File: src/rtl/csq_cfg.svh
`ifndef CSQ_CFG_SVH
`define CSQ_CFG_SVH

// command codes seen on the line
`define CSQ_CMD_MATCH        8'h55
`define CSQ_CMD_SKIP         8'hCC
`define CSQ_CMD_SEARCH       8'hF0
`define CSQ_CMD_COND_SEARCH  8'hEC

// status memory locations
`define CSQ_ADDR_DEFAULT     3'h6
`define CSQ_ADDR_ACTIVE      3'h7

// unprogrammed default byte, every condition bit one
`define CSQ_COND_RESET       8'hFF

// latch clear bit in channel control byte 1
`define CSQ_LATCH_CLR_BIT    7

// identifier length and last bit index
`define CSQ_ID_BITS          64
`define CSQ_ID_LAST          6'h3F

`endif

File: src/rtl/csq_pkg.sv
package csq_pkg;

	// five condition bits in their status byte order (bit 0 = polarity)
	typedef struct packed {
		logic [2:0] unused;
		logic       channel_select_high;
		logic       channel_select_low;
		logic       source_select_high;
		logic       source_select_low;
		logic       match_polarity_bit;
	} cond_t;

	// one value per channel for each possible source
	typedef struct packed {
		logic activity;
		logic flop;
		logic pin;
	} chan_src_t;

	typedef enum logic [6:0] {
		ST_IDLE     = 7'b000_0001,
		ST_SRCH_ID  = 7'b000_0010,
		ST_SRCH_CMP = 7'b000_0100,
		ST_SRCH_WR  = 7'b000_1000,
		ST_MATCH    = 7'b001_0000,
		ST_SELECTED = 7'b010_0000,
		ST_DROPPED  = 7'b100_0000
	} rom_state_t;

	typedef struct packed {
		rom_state_t state;
		logic [5:0] bit_idx;
		logic       loaded;
		logic       powerup_presence;
		logic       qualified;
		logic       sample;
		logic       search_bit;
		logic [7:0] rdata;
	} qual_state_t;

endpackage : csq_pkg

File: src/rtl/activity_latch_pair.sv
`timescale 1ns/1ns
`default_nettype none
`include "csq_cfg.svh"

module activity_latch_pair (
	// clock and reset
	input  wire logic       sys_clk_i,
	input  wire logic       rstn_i,
	// pins and clear strobe
	input  wire logic [1:0] pin_i,
	input  wire logic       clear_i,
	// latched activity
	output logic      [1:0] latch_o
);
	import csq_pkg::*;

	typedef struct packed {
		logic       primed;
		logic [1:0] prev;
		logic [1:0] latch;
	} act_state_t;

	act_state_t r;
	act_state_t next_r;

	// first cycle only primes the edge detector, avoiding a false edge
	always_comb begin
		next_r        = r;
		next_r.primed = 1'b1;
		next_r.prev   = pin_i;
		if (clear_i) begin
			next_r.latch = 2'h0;
		end
		if (r.primed) begin
			// an edge in the clear cycle still sets the latch
			next_r.latch = next_r.latch | (pin_i ^ r.prev);
		end
	end

	always_ff @(posedge sys_clk_i or negedge rstn_i) begin
		if (!rstn_i) begin
			r <= '0;
		end else begin
			r <= next_r;
		end
	end

	assign latch_o = r.latch;
endmodule : activity_latch_pair
`default_nettype wire

File: src/rtl/condition_store.sv
`timescale 1ns/1ns
`default_nettype none
`include "csq_cfg.svh"

module condition_store (
	// clock and reset
	input  wire logic       sys_clk_i,
	input  wire logic       rstn_i,
	// status memory write
	input  wire logic       wr_i,
	input  wire logic [2:0] addr_i,
	input  wire logic [7:0] wdata_i,
	// copy default into working condition
	input  wire logic       load_i,
	// stored bytes
	output logic      [7:0] default_o,
	output logic      [7:0] active_o
);
	import csq_pkg::*;

	typedef struct packed {
		logic [7:0] dflt;
		logic [7:0] active;
	} store_state_t;

	store_state_t r;
	store_state_t next_r;

	// default byte is one-time programmable: writes only clear bits
	always_comb begin
		next_r = r;
		if (load_i) begin
			next_r.active = r.dflt;
		end
		if (wr_i && addr_i == `CSQ_ADDR_DEFAULT) begin
			next_r.dflt = r.dflt & wdata_i;
		end
		if (wr_i && addr_i == `CSQ_ADDR_ACTIVE) begin
			next_r.active = wdata_i;
		end
	end

	always_ff @(posedge sys_clk_i or negedge rstn_i) begin
		if (!rstn_i) begin
			r <= {`CSQ_COND_RESET, `CSQ_COND_RESET};
		end else begin
			r <= next_r;
		end
	end

	assign default_o = r.dflt;
	assign active_o  = r.active;
endmodule : condition_store
`default_nettype wire

File: src/rtl/conditional_search_qualifier.sv
// Summary of operation
// - conditional search runs the search steps only when the condition holds
// - five condition bits live in status location 7, readable and writable
// - power-on defaults come from location 6; unprogrammed means all ones
// - a fully resolved search leaves the device selected like a match
// - activity latch clears at power-up, sets on any pin edge
// - writing one to latch clear bit of control byte 1 clears latches
// - source is sampled when the conditional search byte completes
// - channel select: 00 none, 01 A, 10 B, 11 A or B
// - both channels selected: OR of sources compared with polarity
// - no channel: polarity zero always qualifies, polarity one never
// - source select: 00 hidden, 01 latch, 10 flop, 11 pin level
// - hidden mode answers match always, conditional search with polarity one
// - hidden mode suppresses presence after reset pulses
// - powering up hidden still gives one presence per power-up
// - leave hidden by power-on reset or match then source bit write
// - polarity zero qualifies on source zero, one on source one
// - single-channel build presents channel B sources as zero
// - first command byte after reset loads defaults into working bits
// - written conditions persist while powered
// - search step: send bit, send complement, read master bit, drop on miss
// - match compares 64 bits; mismatch waits for the next reset pulse
`timescale 1ns/1ns
`default_nettype none
`include "csq_cfg.svh"

module conditional_search_qualifier #(
	parameter bit TWO_CHANNEL = 1'b1
) (
	// clock and power-on reset
	input  wire logic                  sys_clk_i,
	input  wire logic                  rstn_i,
	// line events from the slot decoder
	input  wire logic                  reset_pulse_i,
	input  wire logic                  cmd_valid_i,
	input  wire logic [7:0]            cmd_byte_i,
	input  wire logic                  slot_wr_i,
	input  wire logic                  slot_bit_i,
	input  wire logic                  slot_rd_i,
	// identifier
	input  wire logic [63:0]           rom_id_i,
	// status memory access
	input  wire logic                  stat_wr_i,
	input  wire logic [2:0]            stat_addr_i,
	input  wire logic [7:0]            stat_wdata_i,
	output logic      [7:0]            stat_rdata_o,
	// channel control byte 1 write
	input  wire logic                  ccb1_wr_i,
	input  wire logic [7:0]            ccb1_wdata_i,
	// channel pins and output flops
	input  wire logic                  switch_pin_a_i,
	input  wire logic                  switch_pin_b_i,
	input  wire logic                  channel_output_flop_a_i,
	input  wire logic                  channel_output_flop_b_i,
	// line answers
	output logic                       presence_en_o,
	output logic                       search_active_o,
	output logic                       search_bit_o,
	output logic                       selected_o,
	// state view
	output logic                       qualified_o,
	output logic                       hidden_o,
	output logic      [1:0]            activity_o,
	output csq_pkg::cond_t             condition_o
);
	import csq_pkg::*;

	qual_state_t r;
	qual_state_t next_r;
	logic [7:0]  default_byte;
	logic [7:0]  active_byte;
	logic        load_now;
	logic        latch_clr;
	cond_t       eff;
	chan_src_t   src_a;
	chan_src_t   src_b;
	logic        qual_now;

	// source value of one channel as chosen by the source select bits
	function automatic logic pick_src(input cond_t c, input chan_src_t s);
		logic v;
		v = 1'b0;
		unique case ({c.source_select_high, c.source_select_low})
			2'b01:   v = s.activity;
			2'b10:   v = s.flop;
			2'b11:   v = s.pin;
			default: v = 1'b0;
		endcase
		return v;
	endfunction : pick_src

	function automatic logic is_hidden(input cond_t c);
		return !(c.source_select_high | c.source_select_low);
	endfunction : is_hidden

	// full qualification for a conditional search
	function automatic logic qualify(input cond_t c, input chan_src_t a,
			input chan_src_t b);
		logic v;
		logic q;
		v = 1'b0;
		q = 1'b0;
		unique case ({c.channel_select_high, c.channel_select_low})
			2'b01:   v = pick_src(c, a);
			2'b10:   v = pick_src(c, b);
			2'b11:   v = pick_src(c, a) | pick_src(c, b);
			default: v = 1'b0;
		endcase
		if (is_hidden(c)) begin
			q = c.match_polarity_bit;
		end else if (!(c.channel_select_high | c.channel_select_low)) begin
			q = !c.match_polarity_bit;
		end else begin
			q = (v == c.match_polarity_bit);
		end
		return q;
	endfunction : qualify

	// latch clear is a write of one into the designated bit
	assign latch_clr = ccb1_wr_i & ccb1_wdata_i[`CSQ_LATCH_CLR_BIT];

	activity_latch_pair u_latch (
		.sys_clk_i (sys_clk_i),
		.rstn_i    (rstn_i),
		.pin_i     ({switch_pin_b_i, switch_pin_a_i}),
		.clear_i   (latch_clr),
		.latch_o   (activity_o)
	);

	// defaults move into the working byte on the first command byte
	assign load_now = cmd_valid_i & !r.loaded;

	condition_store u_store (
		.sys_clk_i (sys_clk_i),
		.rstn_i    (rstn_i),
		.wr_i      (stat_wr_i),
		.addr_i    (stat_addr_i),
		.wdata_i   (stat_wdata_i),
		.load_i    (load_now),
		.default_o (default_byte),
		.active_o  (active_byte)
	);

	// before the first load the default byte is what governs the device
	assign eff = r.loaded ? cond_t'(active_byte) : cond_t'(default_byte);

	// single-channel build ties every channel B source low
	assign src_a = '{activity: activity_o[0], flop: channel_output_flop_a_i,
		pin: switch_pin_a_i};
	assign src_b = TWO_CHANNEL ? chan_src_t'({activity_o[1],
		channel_output_flop_b_i, switch_pin_b_i}) : chan_src_t'(3'h0);

	assign qual_now = qualify(eff, src_a, src_b);

	// rom command flow, search steps and the held qualification
	always_comb begin
		next_r       = r;
		next_r.rdata = 8'h00;
		if (stat_addr_i == `CSQ_ADDR_DEFAULT) begin
			next_r.rdata = default_byte;
		end else if (stat_addr_i == `CSQ_ADDR_ACTIVE) begin
			next_r.rdata = active_byte;
		end
		if (cmd_valid_i) begin
			next_r.loaded           = 1'b1;
			next_r.powerup_presence = 1'b0;
		end
		unique case (r.state)
			ST_IDLE: begin
				if (cmd_valid_i) begin
					next_r.bit_idx = 6'h00;
					next_r.state   = ST_DROPPED;
					if (cmd_byte_i == `CSQ_CMD_MATCH) begin
						next_r.state = ST_MATCH;
					end else if (cmd_byte_i == `CSQ_CMD_COND_SEARCH) begin
						// sampled once, held until the next reset pulse
						next_r.sample    = qual_now;
						next_r.qualified = qual_now;
						if (qual_now) begin
							next_r.state = ST_SRCH_ID;
						end
					end else if (!is_hidden(eff)) begin
						if (cmd_byte_i == `CSQ_CMD_SEARCH) begin
							next_r.state = ST_SRCH_ID;
						end else if (cmd_byte_i == `CSQ_CMD_SKIP) begin
							next_r.state = ST_SELECTED;
						end
					end
				end
			end
			ST_SRCH_ID: begin
				if (slot_rd_i) begin
					next_r.state = ST_SRCH_CMP;
				end
			end
			ST_SRCH_CMP: begin
				if (slot_rd_i) begin
					next_r.state = ST_SRCH_WR;
				end
			end
			ST_SRCH_WR: begin
				if (slot_wr_i) begin
					if (slot_bit_i != rom_id_i[r.bit_idx]) begin
						next_r.state = ST_DROPPED;
					end else if (r.bit_idx == `CSQ_ID_LAST) begin
						next_r.state = ST_SELECTED;
					end else begin
						next_r.bit_idx = r.bit_idx + 6'h01;
						next_r.state   = ST_SRCH_ID;
					end
				end
			end
			ST_MATCH: begin
				if (slot_wr_i) begin
					if (slot_bit_i != rom_id_i[r.bit_idx]) begin
						next_r.state = ST_DROPPED;
					end else if (r.bit_idx == `CSQ_ID_LAST) begin
						next_r.state = ST_SELECTED;
					end else begin
						next_r.bit_idx = r.bit_idx + 6'h01;
					end
				end
			end
			ST_SELECTED: begin
				next_r.state = ST_SELECTED;
			end
			ST_DROPPED: begin
				next_r.state = ST_DROPPED;
			end
		endcase
		// bit to present in the coming read slot: true, then complement
		next_r.search_bit = (next_r.state == ST_SRCH_CMP)
			? !rom_id_i[next_r.bit_idx] : rom_id_i[next_r.bit_idx];
		// a reset pulse ends every pass, whatever was happening
		if (reset_pulse_i) begin
			next_r.state     = ST_IDLE;
			next_r.bit_idx   = 6'h00;
			next_r.qualified = 1'b0;
		end
	end

	always_ff @(posedge sys_clk_i or negedge rstn_i) begin
		if (!rstn_i) begin
			r                  <= '0;
			r.state            <= ST_IDLE;
			r.powerup_presence <= 1'b1;
		end else begin
			r <= next_r;
		end
	end

	// presence is withheld in hidden mode except for the power-up one
	assign presence_en_o   = r.powerup_presence | !is_hidden(eff);
	assign search_active_o = (r.state == ST_SRCH_ID) | (r.state == ST_SRCH_CMP);
	assign search_bit_o    = r.search_bit;
	assign selected_o      = (r.state == ST_SELECTED);
	assign qualified_o     = r.qualified;
	assign hidden_o        = is_hidden(eff);
	assign condition_o     = eff;
	assign stat_rdata_o    = r.rdata;
endmodule : conditional_search_qualifier
`default_nettype wire

File: config.mk
export PLATFORM = sky130hd
export DESIGN_NAME = conditional_search_qualifier
export DESIGN_NICKNAME = d
export VERILOG_FILES = /design/src/rtl/csq_pkg.sv /design/src/rtl/activity_latch_pair.sv /design/src/rtl/condition_store.sv /design/src/rtl/conditional_search_qualifier.sv
export VERILOG_INCLUDE_DIRS = /design/src /design/src/rtl
export SDC_FILE = /design/constraint.sdc
export NUM_CORES = 1
export LEC_CHECK = 0
export BUFFER_PORTS_ARGS = -buffer_cell sky130_fd_sc_hd__buf_2
export CAP_MARGIN = 20
export CORE_ASPECT_RATIO = 1.2
export CORE_UTILIZATION = 35
export CTS_CLUSTER_SIZE = 16
export DETAILED_ROUTE_END_ITERATION = 6
export PLACE_DENSITY = 0.63
export SLEW_MARGIN = 30
export SYNTH_ARGS = -nofsm -noshare
export SYNTH_HDL_FRONTEND = slang
export SYNTH_SLANG_ARGS = --single-unit
File: constraint.sdc
create_clock -name sys_clk_i -period 10.45 [get_ports sys_clk_i]
set_input_delay 2.09 -clock sys_clk_i [delete_from_list [all_inputs] [get_ports sys_clk_i]]
set_output_delay 2.09 -clock sys_clk_i [all_outputs]
set_load 0.05 [all_outputs]
; ---- Yosys cells after proc, flatten, opt, wreduce, memory -nomap -nowiden
; Index checks and enable logic that the tools add are counted.
[word_totals]
elab_cells = 107
output_inout_bits = 24
reg_bits = 47
in_bits = 104
[classes]
mux = 44
n_eq_ne = 24
bitwise = 11
magnitude_cmp = 2
n_reduce_logical = 12
n_addsub = 1
[op_table]
columns = operator, count
row1 = $mux 7, 11
row2 = $mux 13, 4
row3 = $pmux 7 s7, 1
row4 = $mux 8, 5
row5 = $eq 8x8->1 const B, 3
row6 = $mux 6, 3
row7 = $pmux 6 s3, 1
row8 = $eq 7x3->1 const B, 2
row9 = $lt 6x7->1 const B, 2
row10 = $bmux 1 s6, 2
row11 = $mux 2, 6
row12 = $pmux 1 s3, 3
row13 = $and 8x8->8, 1
row14 = $eq 2x2->1 const B, 4
row15 = $eq 8x7->1 const B, 1
row16 = $mux 1, 8
row17 = $reduce_and 4->1, 2
row18 = $reduce_bool 2->1, 4
row19 = $eq 7x1->1 const B, 1
row20 = $eq 7x2->1 const B, 1
row21 = $eq 7x4->1 const B, 1
row22 = $eq 7x5->1 const B, 1
row23 = $eq 7x6->1 const B, 1
row24 = $eq 7x7->1 const B, 1
row25 = other kinds (14), 25

; ---- Logic depth before layout (Yosys ltp)
[logic_depth]
depth_word = 18
mapped_depth = 19
ltp_nobuf = 13

; ---- By module
; From an unflattened synthesis, not the netlist that was laid out.
[unflattened]
hier_cells = 574
hier_area_um2 = 4793.3
[by_module_without_submodules]
columns = mod, seq_area_each_um2, area_per_inst_um2, n_inst, cells_per_inst
row1 = conditional_search_qualifier, 628.1, 3887.5, 1, 518
row2 = condition_store, 420.4, 723.2, 1, 43
row3 = activity_latch_pair, 125.1, 182.7, 1, 13

; ---- Worst setup path before layout
; Ideal clock, no wire load.
[synth_timing]
path_type = input -> register
startpoint = input port rom_id_i[43]
endpoint = register r (netlist bit search_bit_o)
path_buffers = 1
arrival_time_ns = 5.118
setup_ns = 0.130
cell_stages = 14
slack_ns = 5.201
required_ns = 10.320
path_cell_list = mux4_1 -> mux2i_1 -> nor3b_1 -> nor4_4 -> mux2i_2 -> a21oi_2 -> buf_6 -> mux2_4 -> o221a_1 -> o211ai_1 -> o2111ai_1 -> a2111oi_2 -> a22oi_1 -> xnor2_1
[synth_lines]
columns = item, line_no
row1 = "start, declared", conditional_search_qualifier.sv:41  ; input wire logic [63:0] rom_id_i,
row2 = "end signal, assigned", conditional_search_qualifier.sv:248  ; r <= next_r;
row3 = "end, declared", conditional_search_qualifier.sv:68  ; qual_state_t r;

==> impl_metrics.csv <==
group,metric,value,unit
yosys,ys_seq_area_share,24.8,%
yosys,synth_edf_count,0,
detailed_routing,ant_nets,0,
power,powerDensity,101,nW/µm²
global_route,grt_pass1_wl,22.7,mm
clock_network,clock_sinks,46,
detailed_routing,firstDrtPassIters,5,
timing,setup_viol,0,
clock_network,cts.htree.levels,2,
yosys,yosys.area.top_type,"dfrtp_1",
yosys,syn_area,4730,µm²
cells_and_area,area_growth,15.1,%
timing,slew_violations,0,
power,total_power,550,µW
timing,rsz0062_at_grt,"false",
die,fp.dieW,108,µm
global_route,grt.total_usage,20.3,%
die,rows,46,
yosys,yosysUniqueCellTypes,77,
cells_and_area,fin_util,41.3,%
timing,fmax,158,MHz
yosys,syn_inst,562,
timing,hold_viol_final,0,
power,peakVddDrop,0.106,mV
yosys,synth_ff_type,"dfrtp_1",
yosys,synth.ff_latch_count,46,
detailed_routing,vias,4802,
detailed_routing,drc_errors,0,
critical_path,crit_required,10.62,ns
clock_network,cts_hold_buf,0,
detailed_routing,drt_iter0_drc,293,
cells_and_area,multi_input_area,3210,µm²
yosys,mappedNetlistNets,667,
detailed_routing,vias_per_cell,5.94,
timing,fin_crit_sh,60.4,%
flow_run,cap_violations,0,
timing,max_slew_margin,39.2,%
global_route,grt_remaining_overflow,0,
global_route,antenna_found_initial,0,
critical_path,path_class,"in -> reg",
timing,skew,0.00897,ns
clock_network,root_buffer,"clkbuf_16",
clock_network,clockBufferDepth,2,
timing,tns,0,ns
detailed_routing,wire_per_inst,17.4,µm
detailed_routing,wl,14.1,mm
placed_design,dp_slack,3.90,ns
cells_and_area,seq_area,1170,µm²
placed_design,dpl.hpwl,10.4,mm
placed_design,io_buffers,120,
yosys,yosysTopAreaCellShare,14.8,%
run_status,status,"completed",
critical_path,cp_data_arrival_time,6.48,ns
cells_and_area,final_cell_area,5450,µm²
die,num_io_pins,128,
critical_path,crit_path_start_kind,"primary input",
timing,min_period,6.32,ns
clock_network,numCtsBuffers,5,
cells_and_area,layoutNonFillerInstCount,808,
placed_design,place_area,5260,µm²
critical_path,endpoint_kind,"flip-flop",
cells_and_area,drive_gt1_share,28.1,%
clock_network,insertion_delay,0.29,ns
power,p_leak,2.13,nW
die,start_util,35.9,%
die,die_h,129,µm
global_route,grt_start_max_net_pins,96,
clock_network,post_cts_buffers,0,
critical_path,worstPathMaxFanout,35,
cells_and_area,diodes,0,
die,fp.coreArea,13200,µm²
yosys,ys_async_sr_fraction,100,%
die,dieArea,14000,µm²
yosys,synth.avg_cell_area,8.42,µm²
clock_network,clk_pin_slew,0.07,ns
hold_path,min_path_type,"reg -> reg",
timing,setup_ws,4.13,ns
clock_network,ctsResizeCount,0,
timing,fin_hold_ws,0.479,ns
clock_network,cts_tree,"built",
global_route,grt_pass1_vias,4566,
cells_and_area,n_fill_cell,1303,
cells_and_area,nets,744,
yosys,yosys-top-cells-area,"dfrtp_1, dfstp_2, mux2i_1",
yosys,ys_warn_count,0,
placed_design,place_congestion,0.861,
placed_design,dpl.cell_count,799,
timing,tightestPinTransition,0.912,ns
## power breakdown
group	switching (mW)	leakage (nW)	total, mW	internal (mW)
clock network	0.0672	0.0842	0.180	0.113
registers	0.00722	0.553	0.201	0.194
logic	0.110	1.49	0.169	0.0589
## cell usage in the layout, fill, tap and decap left out, types with 4 or more instances in the layout
master,instances
a21o_1,4
nor3_1,5
nor3b_1,4
mux2_1,9
dfrtp_1,27
a21oi_1,28
a22o_1,5
nand4b_1,4
mux2i_1,46
mux2_2,9
clkbuf_16,5
buf_4,5
mux4_2,4
and2_1,5
nor2b_1,7
nand4_1,13
inv_1,7
dfstp_2,18
o211ai_1,31
nand2_1,52
o21ai_0,23
xnor2_1,5
a211oi_1,11
o21a_1,10
mux4_1,4
a22oi_1,7
a32oi_1,4
a31oi_1,10
nor2_1,65
nand3_1,12
buf_2,119
nand2b_1,6
or3_1,7
## synthesized netlist by cell type, types with 3 or more instances
cell type	n
mux2_2	9
dfrtp_1	28
buf_4	13
a31oi_1	10
nor2b_1	8
or3_1	7
buf_6	6
o211ai_1	31
o21ai_0	23
nand2b_1	6
a32oi_1	4
mux2_1	9
nand4_1	13
clkbuf_1	25
a211oi_1	11
nor3b_1	4
xnor2_1	5
a21oi_1	28
o311ai_1	3
nor2_1	65
inv_1	7
mux4_1	4
a22oi_1	7
nand3_1	12
and2_1	5
o31ai_1	3
mux4_2	4
buf_2	9
mux2i_1	46
o21a_1	10
a221oi_1	3
nor4_1	3
nand2_1	52
nand4b_1	4
and3_1	3
dfstp_2	18
nor3_1	5
a21o_1	4
a22o_1	5
## path summary, 6_finish.rpt
check / from / end / slack (ns) / depth (start not counted)
hold / removal: u_store.default_o[4] / u_store.default_o[4] / 0.48 / 1
min in group asynchronous: rstn_i / stat_rdata_o[0] / 1.79 / 1
hold reg to reg: u_store.default_o[4] / u_store.default_o[4] / 0.48 / 1
setup / recovery: rom_id_i[41] / search_bit_o / 4.13 / 15
max in group asynchronous: rstn_i / r[13] / 8.25 / 1
setup reg to reg: r[13] / search_bit_o / 5.00 / 16
## sequential cells by signal, summed over array words and instances, names as in the netlist
register and count:
u_store.default_o 8, qualified_o 1, stat_rdata_o 8, r 15, u_latch.r 3, search_bit_o 1
u_latch.latch_o 2, u_store.active_o 8
## critical path, cell delays in order
cell       delay, ns
buf_2           0.11
mux4_1          0.51
mux2i_1         0.24
nor3b_1         0.12
nor4_4          0.42
mux2i_2         0.50
a21o_1          0.19
buf_4           0.36
a31o_1          0.59
nor2_1          0.19
a22oi_1         0.23
o2111ai_1       0.24
a2111oi_2       0.34
a22oi_1         0.19
xnor2_1         0.15
## cell families after synthesis
| logic type | share of synthesized area (%) |
|---|---|
| AOI/OAI and AO/OA | 26.1 |
| xor gates and xnor gates | 1.30 |
| adders and majority gates | 0.264 |
| buffers and inverters | 7.48 |
| DFF | 24.8 |
| muxes | 18.7 |
| other | 0.0792 |
| and+or+nand+nor | 21.2 |
## routing by layer
metal  vias to the layer above  track usage [%]  share of wire, %
met1                      2318             25.5                42
met2                       176             35.9                50
li1                       2280                -                 -
met3                        28             2.21               5.5
met5                         -                0                 0
met4                         0             7.17               2.5
## layout make-up
cell class	instances	area share [%]
multi-input combinational	454	59.0
sequential	46	21.6
timing repair buffer	125	12.0
tap	168	3.86
clock buffer	5	2.30
clock inverter	3	0.804
inverter	7	0.482
No activity file was read; power rests on OpenSTA's default activity.
